File: config.mk
export PLATFORM = sky130hd
export DESIGN_NAME = dpsc_port
export DESIGN_NICKNAME = d
export VERILOG_FILES = /design/src/hw/dpsc_pkg.sv /design/src/hw/dpsc_port.sv /design/src/hw/dpsc_nv_store.sv
export SDC_FILE = /design/constraint.sdc
export NUM_CORES = 1
export LEC_CHECK = 0
export BUFFER_PORTS_ARGS = -buffer_cell sky130_fd_sc_hd__buf_2
export CELL_PAD_IN_SITES_DETAIL_PLACEMENT = 1
export CELL_PAD_IN_SITES_GLOBAL_PLACEMENT = 1
export CORE_MARGIN = 2
export CORE_UTILIZATION = 55
export DETAILED_ROUTE_END_ITERATION = 10
export GPL_TIMING_DRIVEN = 0
export PLACE_DENSITY = 0.87
export SLEW_MARGIN = 20
export SYNTH_ARGS = -nofsm -noshare
export SYNTH_HDL_FRONTEND = slang
export SYNTH_HIERARCHICAL = 1
export SYNTH_SLANG_ARGS = --single-unit
export TNS_END_PERCENT = 10
File: constraint.sdc
create_clock -name clk_sys_in -period 5.9 [get_ports clk_sys_in]
set_input_delay 1.18 -clock clk_sys_in [delete_from_list [all_inputs] [get_ports clk_sys_in]]
set_output_delay 1.18 -clock clk_sys_in [all_outputs]
set_load 0.05 [all_outputs]
File: src/hw/dpsc_pkg.sv
// constants, commands and states of the dual-wiper serial command port
// assumes a 50 MHz system clock; shared by the port and its setting store
`default_nettype none
package dpsc_pkg;

  // ----------------------------------------------------------------
  // frame layout
  // ----------------------------------------------------------------
  localparam int DPSC_FRAME_BITS = 16;
  localparam int DPSC_CMD_MSB = 15;
  localparam int DPSC_CMD_LSB = 12;
  localparam int DPSC_ADDR_MSB = 11;
  localparam int DPSC_ADDR_LSB = 8;
  localparam int DPSC_SEL_BIT = 8;
  localparam int DPSC_ALL_BIT = 12;
  localparam int DPSC_DATA_MSB = 7;

  // ----------------------------------------------------------------
  // command codes
  // ----------------------------------------------------------------
  localparam logic [3:0] DPSC_CMD_NOP = 4'h0;
  localparam logic [3:0] DPSC_CMD_NV_TO_WIPER = 4'h1;
  localparam logic [3:0] DPSC_CMD_SAVE = 4'h2;
  localparam logic [3:0] DPSC_CMD_NV_WRITE = 4'h3;
  localparam logic [3:0] DPSC_CMD_RELOAD = 4'h8;
  localparam logic [3:0] DPSC_CMD_NV_READ = 4'h9;
  localparam logic [3:0] DPSC_CMD_WIPER_READ = 4'hA;
  localparam logic [3:0] DPSC_CMD_WIPER_SET = 4'hB;

  // ----------------------------------------------------------------
  // values and timing
  // ----------------------------------------------------------------
  localparam logic [7:0] DPSC_MIDSCALE = 8'h80;
  localparam logic [7:0] DPSC_FULLSCALE = 8'hFF;
  localparam int DPSC_CLK_KHZ = 50000;
  localparam int DPSC_SAVE_TIME_MS = 25;
  localparam int DPSC_SAVE_CYCLES = DPSC_SAVE_TIME_MS * DPSC_CLK_KHZ;
  localparam int DPSC_BUSY_W = 21;

  // ----------------------------------------------------------------
  // synchroniser lanes
  // ----------------------------------------------------------------
  localparam int DPSC_IN_SCLK = 0;
  localparam int DPSC_IN_CS = 1;
  localparam int DPSC_IN_SDI = 2;
  localparam int DPSC_IN_WP = 3;
  localparam int DPSC_IN_PR = 4;
  localparam logic [4:0] DPSC_IN_IDLE = 5'h1A;

  typedef enum logic [2:0] {
    DPSC_ST_LD0 = 3'h0,
    DPSC_ST_LD1 = 3'h1,
    DPSC_ST_LD2 = 3'h3,
    DPSC_ST_IDLE = 3'h2,
    DPSC_ST_RD0 = 3'h6,
    DPSC_ST_BUSY = 3'h7,
    DPSC_ST_PRLOW = 3'h5
  } dpsc_state_t;

endpackage : dpsc_pkg
`default_nettype wire

File: src/hw/dpsc_port.sv
// serial command port of a dual nonvolatile wiper pair
// assumes serial pins arrive asynchronously and are sampled by clk_sys_in
`timescale 1ns/100ps
`default_nettype none
// Functional notes
// - frames are 16 bits, MSB first, shifted while chip select is low.
// - chip select stays low for the frame; execution happens on its rise.
// - bits 15-12 command, 11-8 address, 7-0 data.
// - only frames of a multiple of 16 clocks are executed.
// - misaligned count (not multiple of 4) clears counter and data on rise.
// - a bare chip-select pulse repeats the last command, not after power-up.
// - open-drain output released whenever chip select is high.
// - slave modes 0 and 3: sample on rising clock, drive on falling.
// - outside readback the output shifts out earlier received bits.
// - read commands load the selected value into the data byte.
// - only the two read commands use the output for readback.
// - step and shift commands ignore the data byte.
// - write protect low blocks wiper changes except reload and preset.
// - no-op puts the logic into its low-power state.
// - at power-on the wipers load from their stored settings.
// - preset low sets midscale; its rise reloads from stored settings.
// - a save takes 25 ms, locks the shift register, ready low meanwhile.
// - ready high marks completion of save, write, reload, read, preset.
// - code 0 sets the low-power flag and leaves both wipers unchanged.
module dpsc_port import dpsc_pkg::*; #(
  parameter int unsigned NV_WRITE_CYCLES = DPSC_SAVE_CYCLES
) (
  input wire logic clk_sys_in,
  input wire logic resetn_in,
  input wire logic spi_sclk_in,
  input wire logic spi_cs_n_in,
  input wire logic spi_sdi_in,
  output logic spi_sdo_out,
  output logic spi_sdo_oe_out,
  input wire logic write_protect_n_in,
  input wire logic preset_strobe_n_in,
  output logic ready_out,
  output logic [7:0] wiper0_out,
  output logic [7:0] wiper1_out,
  output logic low_power_out
);

  typedef struct packed {
    logic [4:0] s1;
    logic [4:0] s2;
    logic [4:0] s3;
    logic [4:0] f;
    dpsc_state_t st;
    logic [3:0] cnt;
    logic any;
    logic [15:0] shreg;
    logic sdo_bit;
    logic [15:0] last;
    logic have_prev;
    logic [7:0] wiper0;
    logic [7:0] wiper1;
    logic low_pwr;
    logic [1:0] mask;
    logic [DPSC_BUSY_W-1:0] busy_cnt;
  } dpsc_regs_t;

  dpsc_regs_t r;
  dpsc_regs_t next_r;
  logic [4:0] settle;
  logic [4:0] flt;
  logic [4:0] rise;
  logic [4:0] fall;
  logic [15:0] cmd_word;
  logic [3:0] cmd;
  logic exec;
  logic mem_we;
  logic [3:0] mem_waddr;
  logic [7:0] mem_wdata;
  logic [3:0] mem_raddr;
  logic [7:0] mem_rdata;

  function automatic logic [7:0] dpsc_step(input logic [3:0] c, input logic [7:0] w);
    logic [7:0] v;
    v = w;
    unique case (c[3:1])
      3'b010: v = {1'b0, w[7:1]};
      3'b011: v = (w == 8'h00) ? w : w - 8'h01;
      3'b110: v = w[7] ? DPSC_FULLSCALE : {w[6:0], 1'b1};
      3'b111: v = (w == DPSC_FULLSCALE) ? w : w + 8'h01;
      default: v = w;
    endcase
    return v;
  endfunction : dpsc_step

  // ----------------------------------------------------------------
  // input filtering: a change counts once stages two and three agree
  // ----------------------------------------------------------------
  assign settle = ~(r.s2 ^ r.s3);
  assign flt = (settle & r.s3) | (~settle & r.f);
  assign rise = flt & ~r.f;
  assign fall = ~flt & r.f;

  assign cmd_word = r.any ? r.shreg : r.last;
  assign cmd = cmd_word[DPSC_CMD_MSB:DPSC_CMD_LSB];
  // execute on chip-select rise only for whole 16-bit frames or a bare pulse
  assign exec = rise[DPSC_IN_CS] && r.st == DPSC_ST_IDLE
    && (r.any ? r.cnt == 4'h0 : r.have_prev);

  // ----------------------------------------------------------------
  // next state
  // ----------------------------------------------------------------
  always_comb begin
    next_r = r;
    mem_we = 1'b0;
    mem_waddr = 4'h0;
    mem_wdata = 8'h00;
    mem_raddr = 4'h0;
    next_r.s1 = {preset_strobe_n_in, write_protect_n_in, spi_sdi_in, spi_cs_n_in, spi_sclk_in};
    next_r.s2 = r.s1;
    next_r.s3 = r.s2;
    next_r.f = flt;
    if (fall[DPSC_IN_CS]) begin
      next_r.cnt = 4'h0;
      next_r.any = 1'b0;
      next_r.sdo_bit = r.shreg[15];
    end
    // sample on rising edge; frozen during a save
    if (rise[DPSC_IN_SCLK] && !r.f[DPSC_IN_CS] && r.st != DPSC_ST_BUSY) begin
      next_r.shreg = {r.shreg[14:0], r.f[DPSC_IN_SDI]};
      next_r.cnt = r.cnt + 4'h1;
      next_r.any = 1'b1;
    end
    if (fall[DPSC_IN_SCLK] && !r.f[DPSC_IN_CS]) begin
      next_r.sdo_bit = r.shreg[15];
    end
    if (rise[DPSC_IN_CS]) begin
      next_r.cnt = 4'h0;
      next_r.any = 1'b0;
      if (r.cnt[1:0] != 2'b00) begin
        next_r.shreg = '0;
      end
    end
    unique case (r.st)
      DPSC_ST_LD0: begin
        next_r.st = DPSC_ST_LD1;
      end
      DPSC_ST_LD1: begin
        mem_raddr = 4'h1;
        if (r.mask[0]) begin
          next_r.wiper0 = mem_rdata;
        end
        next_r.st = DPSC_ST_LD2;
      end
      DPSC_ST_LD2: begin
        if (r.mask[1]) begin
          next_r.wiper1 = mem_rdata;
        end
        next_r.st = DPSC_ST_IDLE;
      end
      DPSC_ST_RD0: begin
        next_r.shreg[DPSC_DATA_MSB:0] = mem_rdata;
        next_r.st = DPSC_ST_IDLE;
      end
      DPSC_ST_BUSY: begin
        if (r.busy_cnt == '0) begin
          next_r.st = DPSC_ST_IDLE;
        end else begin
          next_r.busy_cnt = r.busy_cnt - 1'b1;
        end
      end
      DPSC_ST_PRLOW: begin
        next_r.wiper0 = DPSC_MIDSCALE;
        next_r.wiper1 = DPSC_MIDSCALE;
        if (rise[DPSC_IN_PR]) begin
          next_r.mask = 2'b11;
          next_r.st = DPSC_ST_LD0;
        end
      end
      DPSC_ST_IDLE: begin
        if (exec) begin
          next_r.last = cmd_word;
          next_r.have_prev = 1'b1;
          next_r.low_pwr = (cmd == DPSC_CMD_NOP);
          unique case (cmd)
            DPSC_CMD_NOP: begin
              next_r.low_pwr = 1'b1;
            end
            DPSC_CMD_NV_TO_WIPER: begin
              if (r.f[DPSC_IN_WP]) begin
                next_r.mask = cmd_word[DPSC_SEL_BIT] ? 2'b10 : 2'b01;
                next_r.st = DPSC_ST_LD0;
              end
            end
            DPSC_CMD_SAVE, DPSC_CMD_NV_WRITE: begin
              mem_we = 1'b1;
              if (cmd == DPSC_CMD_SAVE) begin
                mem_waddr = {3'b000, cmd_word[DPSC_SEL_BIT]};
                mem_wdata = cmd_word[DPSC_SEL_BIT] ? r.wiper1 : r.wiper0;
              end else begin
                mem_waddr = cmd_word[DPSC_ADDR_MSB:DPSC_ADDR_LSB];
                mem_wdata = cmd_word[DPSC_DATA_MSB:0];
              end
              next_r.busy_cnt = DPSC_BUSY_W'(NV_WRITE_CYCLES - 1);
              next_r.st = DPSC_ST_BUSY;
            end
            DPSC_CMD_RELOAD: begin
              next_r.mask = 2'b11;
              next_r.st = DPSC_ST_LD0;
            end
            DPSC_CMD_NV_READ: begin
              mem_raddr = cmd_word[DPSC_ADDR_MSB:DPSC_ADDR_LSB];
              next_r.st = DPSC_ST_RD0;
            end
            DPSC_CMD_WIPER_READ: begin
              next_r.shreg[DPSC_DATA_MSB:0] =
                cmd_word[DPSC_SEL_BIT] ? r.wiper1 : r.wiper0;
            end
            DPSC_CMD_WIPER_SET: begin
              if (r.f[DPSC_IN_WP]) begin
                if (cmd_word[DPSC_SEL_BIT]) begin
                  next_r.wiper1 = cmd_word[DPSC_DATA_MSB:0];
                end else begin
                  next_r.wiper0 = cmd_word[DPSC_DATA_MSB:0];
                end
              end
            end
            default: begin
              // steps and shifts: data byte never consulted
              if (r.f[DPSC_IN_WP]) begin
                if (cmd_word[DPSC_ALL_BIT] || !cmd_word[DPSC_SEL_BIT]) begin
                  next_r.wiper0 = dpsc_step(cmd, r.wiper0);
                end
                if (cmd_word[DPSC_ALL_BIT] || cmd_word[DPSC_SEL_BIT]) begin
                  next_r.wiper1 = dpsc_step(cmd, r.wiper1);
                end
              end
            end
          endcase
        end
      end
      default: begin
        next_r.st = DPSC_ST_IDLE;
      end
    endcase
    if (fall[DPSC_IN_PR]) begin
      next_r.wiper0 = DPSC_MIDSCALE;
      next_r.wiper1 = DPSC_MIDSCALE;
      next_r.st = DPSC_ST_PRLOW;
    end
  end

  always_ff @(posedge clk_sys_in or negedge resetn_in) begin
    if (!resetn_in) begin
      r <= '0;
      r.s1 <= DPSC_IN_IDLE;
      r.s2 <= DPSC_IN_IDLE;
      r.s3 <= DPSC_IN_IDLE;
      r.f <= DPSC_IN_IDLE;
      r.mask <= 2'b11;
      r.st <= DPSC_ST_LD0;
    end else begin
      r <= next_r;
    end
  end

  dpsc_nv_store #(
    .AW(4),
    .DW(8)
  ) u_nv_store (
    .clk_sys_in(clk_sys_in),
    .resetn_in(resetn_in),
    .we_in(mem_we),
    .waddr_in(mem_waddr),
    .wdata_in(mem_wdata),
    .raddr_in(mem_raddr),
    .rdata_out(mem_rdata)
  );

  // ----------------------------------------------------------------
  // outputs
  // ----------------------------------------------------------------
  assign spi_sdo_out = 1'b0;
  assign spi_sdo_oe_out = !r.f[DPSC_IN_CS] && !r.sdo_bit;
  assign ready_out = (r.st == DPSC_ST_IDLE);
  assign wiper0_out = r.wiper0;
  assign wiper1_out = r.wiper1;
  assign low_power_out = r.low_pwr;
endmodule : dpsc_port
`default_nettype wire

File: src/hw/dpsc_nv_store.sv
// nonvolatile setting store: one write port, registered read data
// assumes writes and reads come from the port logic on the same clock
`timescale 1ns/100ps
`default_nettype none
module dpsc_nv_store import dpsc_pkg::*; #(
  parameter int AW = 4,
  parameter int DW = 8
) (
  input wire logic clk_sys_in,
  input wire logic resetn_in,
  input wire logic we_in,
  input wire logic [AW-1:0] waddr_in,
  input wire logic [DW-1:0] wdata_in,
  input wire logic [AW-1:0] raddr_in,
  output logic [DW-1:0] rdata_out
);

  logic [DW-1:0] mem [2**AW];

  // ----------------------------------------------------------------
  // storage, factory state midscale
  // ----------------------------------------------------------------
  always_ff @(posedge clk_sys_in or negedge resetn_in) begin
    if (!resetn_in) begin
      for (int i = 0; i < 2**AW; i++) begin
        mem[i] <= DW'(DPSC_MIDSCALE);
      end
      rdata_out <= '0;
    end else begin
      if (we_in) begin
        mem[waddr_in] <= wdata_in;
      end
      rdata_out <= mem[raddr_in];
    end
  end

endmodule : dpsc_nv_store
`default_nettype wire

==> results of run 1 <==
-- worst max-delay path by stage --
stage | from | to | depth (start not counted)
floorplan | r[79] | u_nv_store/mem[10] | 12
CTS | r[74] | wiper1_out[7] | 12
finish | r[74] | wiper1_out[7] | 12
global route | r[74] | wiper1_out[7] | 12
global placement | resetn_in | wiper1_out[4] | 1
detailed placement | r[74] | wiper1_out[7] | 12
-- worst max-delay path: cells and delay by family (launching register included) --
kind | cells | cell delay [ps]
AO/OA/AOI/OAI | 6 | 2140
adder cells (fa/ha/maj) | 1 | 470
buffers and inverters | 4 | 1100
XOR/XNOR | 1 | 170
flip-flops | 1 | 410
-- cell usage in the layout (no fill, tap or decap), drive strengths merged, types with 5 or more instances in the layout --
| master | n |
|---|---|
| dfrtp | 208 |
| mux2 | 151 |
| nor2 | 92 |
| nand2 | 75 |
| buf | 74 |
| clkbuf | 73 |
| o21ai | 57 |
| a21oi | 32 |
| mux4 | 32 |
| dfstp | 30 |
| mux2i | 29 |
| inv | 26 |
| nor3 | 22 |
| ha | 19 |
| a22oi | 18 |
| a211oi | 16 |
| nand2b | 15 |
| nand3 | 15 |
| xnor2 | 15 |
| o31ai | 13 |
| nor2b | 11 |
| o221ai | 10 |
| nand3b | 10 |
| o41ai | 9 |
| or3 | 8 |
| a31oi | 8 |
| a22o | 8 |
| and3 | 6 |
| nand4 | 6 |
| and2 | 6 |
| a21o | 5 |
| nor4 | 5 |
-- flip-flops by register name (all words and copies together) (netlist names), named ones only --
signal and count:
u_nv_store/mem 128, r 73, next_r 10, u_nv_store/rdata_out 8, wiper0_out 8, wiper1_out 8
low_power_out 1
-- cell type report --
cell class,count,area (sq um)
timing repair buffer,27,190
clock inverter,6,110
clock buffer,42,761
multi-input combinational,761,6160
fill,2297,8520
tap,285,357
sequential,238,5990
inverter,27,114
buffer,78,440
-- metal layers --
layer / vias up / global-route usage (%) / routed length, microns
met3: 122 / 3.69 / 1900
li1: 4163 / - / -
met1: 4968 / 40.8 / 14900
met4: 0 / 13.1 / 1610
met2: 366 / 56.0 / 19300
met5: - / 0 / 0
-- report_power, final --
group / internal [W] / switching, W
Sequential: 0.00171 / 0.0000686
Combinational: 0.000283 / 0.000503
Clock: 0.000973 / 0.000689
Total: 0.00296 / 0.00126
-- Yosys cell counts, types with 16 or more instances --
library cell  instances  area [sq um]
nor2_1               83           312
o21ai_0              57           285
nor3_1               21           105
dfrtp_1             208          5200
mux2i_1              29           290
mux2_2              151          1700
dfstp_2              30           788
nand2_1              74           278
mux4_2               32           721
ha_1                 19           238
a211oi_1             16           120
a22oi_1              18           135
a21oi_1              32           160
clkbuf_1             31           116
inv_1                26          97.6
buf_4                21           158
-- logic make-up after synthesis --
family,after synthesis,share of synthesized area [%]
compound gates,214,11.7
xor+xnor,17,1.17
fa+ha+maj,25,2.50
buf+inv,105,4.36
flops,238,47.2
mux,212,21.3
other cells,1,0.0295
simple gates,292,11.7
-- through the flow --
step                hold slack (ps)  total power, W  cell area (sq um)
floorplan                       331         0.00233              12700
global placement                334         0.00253              13200
detailed placement              336         0.00257              13200
CTS                             352         0.00423              14100
global route                    352         0.00437              14100
finish                          351         0.00422              14100
==> out/metrics.csv, run 1 <==
stage;metric;value;unit
power;VDD IR-drop max;267;uV
cells_and_area;share of cells above drive strength 1;29.2;%
place;routability cong.;0.900;
clock_tree;depth of the CTS H-tree;1;
routing;iteration count of the initial detailed-routing pass;5;
grt;largest net degree at the start of global routing;100;
routing;DRT Wirelength;37700;microns
critical_path;reg-to-reg slack, setup;1490;ps
synth;register area share after synthesis;47.2;%
critical_path;CP max-delay cell;o21ai_0;
flow_run;maxcap violations;0;
timing;skew final;18.2;ps
clock_tree;clk root buf;clkbuf_16;
die;Top Ports;27;
synth;syn nets;1132;
place;dpl cells;1416;
routing;per-cell routed wire length;25.8;microns
die;core box area;0.0226;sq mm
critical_path;slowest stage delay, CP;730;ps
die;DIE AREA;0.0243;sq mm
timing;Max Fclk;227;MHz
grt;total gr overflow;0;
routing;vias per cell;6.57;
synth;Synth Flop Type;dfrtp_1;
clock_tree;Post-CTS Hold Buffers;0;
timing;Tcrit/Tclk final;74.7;%
timing;final worst slack;1490;ps
run_status;status;finished, final reports clean;
critical_path;Setup crit end kind;flip-flop;
routing;Initial DRC Count;618;
grt;global-route wire length before repair;60200;microns
timing;RSZ-0062 raised after global routing;no;
clock_tree;CTS tree;built;
grt;vias in the first global route;10400;
critical_path;Critical Path RT;6330;ps
timing;final hold violation count;0;
clock_tree;cts repair resizes;0;
clock_tree;setup repair bufs after CTS;0;
timing;Final Max Slew Viols;0;
critical_path;Reg-to-Reg Start;r[74];
critical_path;Worst Reg-to-Reg Cells;12;
die;Starting Density;56.1;%
timing;slew margin rel.;22.8;%
min_path;Hold Crit Endpoint;next_r[87];
critical_path;crit path DAT;4840;ps
power;pwr dens;299;mW/mm^2
min_path;hold wc startpoint;next_r[92];
place;Post-Place Setup Slack;1670;ps
place;post-DP HPWL;25600;microns
synth;Synth cell types;82;
synth;async set-reset flop share out of synthesis;100;%
critical_path;worst-path fanout max;13;
critical_path;kind of critical path;reg2reg;
clock_tree;total CTS buffers;26;
clock_tree;clk_lat worst skew;560;ps
cells_and_area;ANT cells;0;
place;IO buf count;25;
power;LEAKAGE;6.52;nW
min_path;Hold Crit Class;reg2reg;
clock_tree;Reg clk slew, reported paths;60;ps
die;FP Rows;55;
grt;initial antenna violation count;0;
clock_tree;clk buf depth;3;
die;chip height;156;microns
clock_tree;clk sinks;238;
synth;number of synthesis warnings;6;
min_path;Hold Path Depth;0;
critical_path;critical path startpoint category;flip-flop;
cells_and_area;area grow syn2layout;11.2;%
critical_path;CP Cell Sequence;buf_4 -> buf_4 -> buf_2 -> o21ai_0 -> inv_1 -> ha_1 -> o21ai_0 -> a31oi_1 -> o41ai_1 -> xnor2_1 -> a311o_1 -> a22o_1;
routing;DRC errors left;0;
synth;Mapped Cells;1104;
timing;total negative slack;0;ps
cells_and_area;Post-Layout Cell Count;1464;
timing;Worst Max-Slew Pin Slew;1150;ps
synth;EDFF count, synth;0;
cells_and_area;Core Util, Final;62.4;%
timing;final critical-path required period;4410;ps
synth;cell area after synthesis;0.0127;sq mm
routing;Via Count;9619;
synth;Avg Cell Area, Syn;11.5;sq um
synth;number of synthesized register bits;238;
cells_and_area;Final nets;1187;
critical_path;R2R Path End;wiper1_out[7];
die;Die W;156;microns
routing;post-route ant nets;0;
grt;Tot GR Track Use;32.1;%
timing;Final setup viols;0;
Note: power is estimated with default switching activity, not from simulation.
==> inputs of run 2 (changes only) <==
- ABC_AREA: unset -> 1
- CORE_UTILIZATION: 55 -> 47
- PLACE_DENSITY: 0.87 -> 0.82
- clock period: 5.9 -> 4.6 ns (I/O delays scaled with it)
==> out/metrics.csv, run 2 <==
stage;metric;value;unit
synth;post-synth top area cell;dfrtp_1;
synth;syn nets;1881;
clock_tree;depth of the CTS H-tree;1;
clock_tree;clk buf depth;3;
critical_path;Setup crit end kind;flip-flop;
routing;Initial DRC Count;823;
run_status;status;finished, final reports clean;
cells_and_area;commonest non-fill, non-tap cell in the layout;nand2_1;
routing;routed length on met3;1640;microns
cells_and_area;Biggest register;u_nv_store/mem;
synth;Synth Flop Type;dfrtp_1;
routing;met2 wire len;21400;microns
timing;Tcrit/Tclk final;87.2;%
critical_path;Critical Path RT;5070;ps
synth;Mapped Cells;1853;
critical_path;slowest stage delay, CP;930;ps
power;logic gate share of total power;42.3;%
place;post-DP HPWL;31600;microns
timing;skew final;24.7;ps
synth;count leader, synth;nand2_1;
clock_tree;clk sinks;238;
synth;EDFF count, synth;0;
grt;total gr overflow;0;
place;IO buf count;25;
power;LEAKAGE;7.20;nW
die;DIE AREA;0.0303;sq mm
flow_run;maxcap violations;0;
min_path;Hold Crit Class;in2async;
critical_path;CP max-delay cell;a211oi_1;
cells_and_area;Final nets;1939;
timing;Final Max Slew Viols;0;
place;routability cong.;0.925;
cells_and_area;Final Cell Area;0.0152;sq mm
timing;Max Fclk;249;MHz
clock_tree;CTS tree;built;
cells_and_area;share of cells above drive strength 1;12.0;%
die;Starting Density;47.5;%
cells_and_area;Post-Layout Cell Count;2317;
timing;Worst Max-Slew Pin Slew;1160;ps
routing;Via Count;12600;
timing;slew margin rel.;22.4;%
timing;final hold violation count;0;
power;switching portion of total power;43.7;%
synth;async set-reset flop share out of synthesis;100;%
clock_tree;Post-CTS Hold Buffers;0;
synth;number of synthesis warnings;6;
synth;share of the synthesized area in the top cell type;38.3;%
clock_tree;Reg clk slew, reported paths;60;ps
critical_path;critical path startpoint category;flip-flop;
clock_tree;setup repair bufs after CTS;0;
power;Int Pwr;0.00478;W
timing;Final setup viols;0;
cells_and_area;ANT cells;0;
routing;DRT Wirelength;43700;microns
critical_path;Top delay family on crit path;compound AO/OA/AOI/OAI gates;
synth;Synth top cells by count;577 x nand2_1, 235 x inv_1, 220 x o21ai_0;
place;dpl cells;2265;
synth;register area share after synthesis;44.0;%
grt;Tot GR Track Use;29.3;%
synth;number of synthesized register bits;238;
power;VDD IR-drop max;310;uV
synth;Avg Cell Area, Syn;7.34;sq um
critical_path;worst-path fanout max;10;
cells_and_area;number of flip-flops in the largest register;128;
timing;final hold slack;277;ps
clock_tree;total CTS buffers;28;
synth;cell area after synthesis;0.0136;sq mm
routing;top routing layer in use;met4;
timing;final critical-path required period;4010;ps
grt;initial antenna violation count;1;
grt;global-route wire length before repair;70800;microns
clock_tree;cts repair resizes;0;
power;Switch Pwr;0.00372;W
critical_path;crit path DAT;4480;ps
die;FP Rows;62;
die;core box area;0.0286;sq mm
synth;Area contributors post-synth;dfrtp_1 38%, nand2_1 16%, o21ai_0 8.1%;
timing;RSZ-0062 raised after global routing;no;
routing;per-cell routed wire length;18.9;microns
clock_tree;clk root buf;clkbuf_16;
die;Die W;174;microns
power;sequential power share;32.3;%
die;Top Ports;27;
power;Clk pwr share;25.4;%
die;chip height;174;microns
place;area post-placement;0.0143;sq mm
cells_and_area;most frequent cells in the layout;577 x nand2_1, 235 x inv_1, 220 x o21ai_0;
critical_path;CP Cell Sequence;maj3_1 -> ha_1 -> inv_1 -> nor2_1 -> nand2_4 -> nor2_4 -> inv_2 -> nor2_4 -> inv_2 -> a211oi_1 -> inv_1 -> o21ai_0;
routing;iteration count of the initial detailed-routing pass;8;
routing;met1 WL;19000;microns
critical_path;kind of critical path;reg2reg;
routing;vias per cell;5.43;
routing;DRC errors left;0;
grt;vias in the first global route;13100;
grt;largest net degree at the start of global routing;96;
power;pwr dens;559;mW/mm^2
routing;post-route ant nets;0;
cells_and_area;area grow syn2layout;11.7;%
critical_path;CP bufs+invs;4;
clock_tree;clk_lat worst skew;560;ps
synth;Synth cell types;53;
## run 2: through the flow
stage | setup slack [ps] | TNS [ps] | total power (W) | util (%)
finish | 589 | 0 | 0.00850 | 53.1
global route | 419 | 0 | 0.00907 | 53.1
CTS | 697 | 0 | 0.00851 | 53.1
detailed placement | 737 | 0 | 0.00630 | 50.0
global placement | -1670 | -345870 | 0.00615 | 49.7
floorplan | 1780 | 0 | 0.00521 | -
## run 2: power groups by stage
| stage | Sequential, W | Clock, W | Combinational (W) |
|---|---|---|---|
| after floorplan | 0.00266 | 0 | 0.00255 |
| after global placement | 0.00276 | 0 | 0.00339 |
| after detailed placement | 0.00277 | 0 | 0.00353 |
| after CTS | 0.00274 | 0.00220 | 0.00357 |
| after global routing | 0.00279 | 0.00227 | 0.00401 |
| final | 0.00275 | 0.00216 | 0.00359 |
## run 2: path summary, 6_finish.rpt
check                           start                   to  slack, ps  depth (start not counted)
max                             r[83]  u_nv_store/mem[111]        590                         12
min                         resetn_in                r[19]        280                          1
min in group clk_sys_in    next_r[94]           next_r[89]        350                          0
min reg2reg                next_r[94]           next_r[89]        350                          0
max in group asynchronous   resetn_in   u_nv_store/mem[63]       3450                          2
max reg2reg                     r[83]  u_nv_store/mem[111]        590                         12
## run 2: kinds of logic (layout without fill, tap and decap cells)
family	count (synthesis)	in the layout	synth area share, %
compound gates	312	312	12.1
xor+xnor	18	18	1.16
fa+ha+maj	24	24	2.26
buf+inv	331	411	11.0
flops	238	238	44.0
mux	1	1	0.0736
other cells	1	1	0.0276
simple gates	928	928	29.3
## run 2: layout make-up
type | count | area, sq um
fill | 3660 | 13400
multi-input combinational | 1284 | 6130
sequential | 238 | 5990
inverter | 244 | 916
clock buffer | 38 | 778
buffer | 87 | 584
tap | 384 | 480
timing repair buffer | 28 | 198
clock inverter | 14 | 116
## run 2: layer usage
layer	vias to the layer above	track usage [%]
met5	-	0
met4	0	11.1
met3	99	3.11
met2	291	50.9
met1	6201	37.7
li1	5993	-
==> inputs of run 3 (changes only) <==
- PLACE_DENSITY: 0.82 -> unset
- PLACE_DENSITY_LB_ADDON: unset -> 0.1
==> out/metrics.csv, run 3 (synthesized netlist as in run 2, its figures left out) <==
stage;metric;value;unit
run_status;status;finished, final reports clean;
cells_and_area;commonest non-fill, non-tap cell in the layout;nand2_1;
clock_tree;Post-CTS Hold Buffers;0;
cells_and_area;share of cells above drive strength 1;12.0;%
routing;iteration count of the initial detailed-routing pass;7;
critical_path;kind of critical path;reg2reg;
cells_and_area;area grow syn2layout;12.1;%
timing;Final setup viols;0;
cells_and_area;Post-Layout Cell Count;2317;
place;routability cong.;0.947;
critical_path;critical path startpoint category;flip-flop;
grt;total gr overflow;0;
power;LEAKAGE;7.22;nW
timing;final hold violation count;0;
routing;per-cell routed wire length;19.1;microns
routing;vias per cell;5.40;
timing;Max Fclk;261;MHz
timing;Worst Max-Slew Pin Slew;1100;ps
die;FP Rows;62;
cells_and_area;Reg area;0.00599;sq mm
timing;Tcrit/Tclk final;83.4;%
place;IO buf count;25;
clock_tree;clk_lat worst skew;570;ps
place;dpl cells;2265;
routing;DRT Wirelength;44300;microns
critical_path;Setup crit end kind;flip-flop;
critical_path;worst-path fanout max;10;
cells_and_area;Final nets;1939;
cells_and_area;most frequent cells in the layout;577 x nand2_1, 235 x inv_1, 220 x o21ai_0;
timing;final critical-path required period;3840;ps
clock_tree;clk root buf;clkbuf_16;
die;DIE AREA;0.0303;sq mm
power;VDD IR-drop max;370;uV
grt;initial antenna violation count;0;
grt;Tot GR Track Use;29.9;%
routing;post-route ant nets;0;
cells_and_area;Biggest register;u_nv_store/mem;
routing;Initial DRC Count;856;
die;core box area;0.0286;sq mm
place;post-DP HPWL;32100;microns
timing;slew margin rel.;26.4;%
critical_path;crit path DAT;4300;ps
die;chip height;174;microns
timing;Final Max Slew Viols;0;
clock_tree;CTS tree;built;
cells_and_area;ANT cells;0;
die;Starting Density;47.5;%
die;Top Ports;27;
cells_and_area;number of flip-flops in the largest register;128;
flow_run;maxcap violations;0;
timing;skew final;23.3;ps
timing;RSZ-0062 raised after global routing;no;
timing;total negative slack;0;ps
power;pwr dens;566;mW/mm^2
grt;largest net degree at the start of global routing;87;
clock_tree;setup repair bufs after CTS;0;
die;Die W;174;microns
routing;DRC errors left;0;
cells_and_area;Core Util, Final;53.3;%
clock_tree;cts repair resizes;0;
min_path;Hold Crit Class;in2async;
routing;Via Count;12500;
cells_and_area;area of the multi-input gates;0.00613;sq mm
grt;global-route wire length before repair;72400;microns
clock_tree;clk buf depth;3;
clock_tree;depth of the CTS H-tree;1;
grt;vias in the first global route;13300;
critical_path;Worst Reg-to-Reg Cells;12;
clock_tree;clk sinks;238;
timing;final hold slack;324;ps
clock_tree;Reg clk slew, reported paths;60;ps
clock_tree;total CTS buffers;28;
critical_path;Critical Path RT;5060;ps
cells_and_area;number of fill cells in the layout;3659;
## run 3: changes by cell type in the layout (fill, tap and decap cells not counted), sizes merged
cell / before / now
bufinv: 1 / 3
clkbuf: 57 / 59
clkinv: 14 / 11
clkinvlp: 1 / 0
## run 3: worst paths after layout
check | startpoint | endpoint | slack, ps
setup / recovery | r[83] | u_nv_store/mem[122] | 760
hold / removal | resetn_in | r[19] | 320
setup reg to reg | r[83] | u_nv_store/mem[122] | 760
hold reg to reg | next_r[92] | next_r[87] | 350
max in group asynchronous | resetn_in | u_nv_store/mem[63] | 3020
min in group clk_sys_in | next_r[92] | next_r[87] | 350
## run 3: worst max-delay path: stages, from the launching register on
cell     delay (ps)
dfstp_2         560
maj3_1          220
ha_1            160
inv_1            80
nor2_1          200
nand2_4          70
nor2_4          220
inv_2           160
nor2_4          220
inv_2           180
a21oi_1         880
inv_1           490
o21ai_0         290
## run 3: where the power goes
group	switching [W]	internal, W	total, W
Sequential	0.000335	0.00242	0.00276
Clock	0.000925	0.00137	0.00230
Combinational	0.00247	0.00111	0.00358
## run 3: layer usage
| metal | track usage (%) | routed length [microns] | vias up |
|---|---|---|---|
| met5 | 0 | 0 | - |
| met3 | 3.02 | 1470 | 112 |
| met1 | 38.9 | 19600 | 6145 |
| met4 | 11.1 | 1690 | 0 |
| li1 | - | - | 5998 |
| met2 | 51.9 | 21600 | 262 |
## run 3: layout make-up
class / count / area share [%]
multi-input cells: 1284 / 40.2
clock buffers: 40 / 5.22
plain buffers: 87 / 3.83
well taps: 384 / 3.15
inverters: 244 / 6.01
clock inverters: 12 / 0.984
repair buffers: 28 / 1.30
flip-flops and latches: 238 / 39.3
## run 3: metrics by stage
| step | cell area (sq um) | setup slack (ps) | power, W |
|---|---|---|---|
| after CTS | 15200 | 595 | 0.00864 |
| after global routing | 15300 | 554 | 0.00919 |
| after global placement | 14200 | -1700 | 0.00616 |
| after floorplan | 13600 | 1780 | 0.00521 |
| after detailed placement | 14300 | 645 | 0.00630 |
| final | 15300 | 762 | 0.00863 |
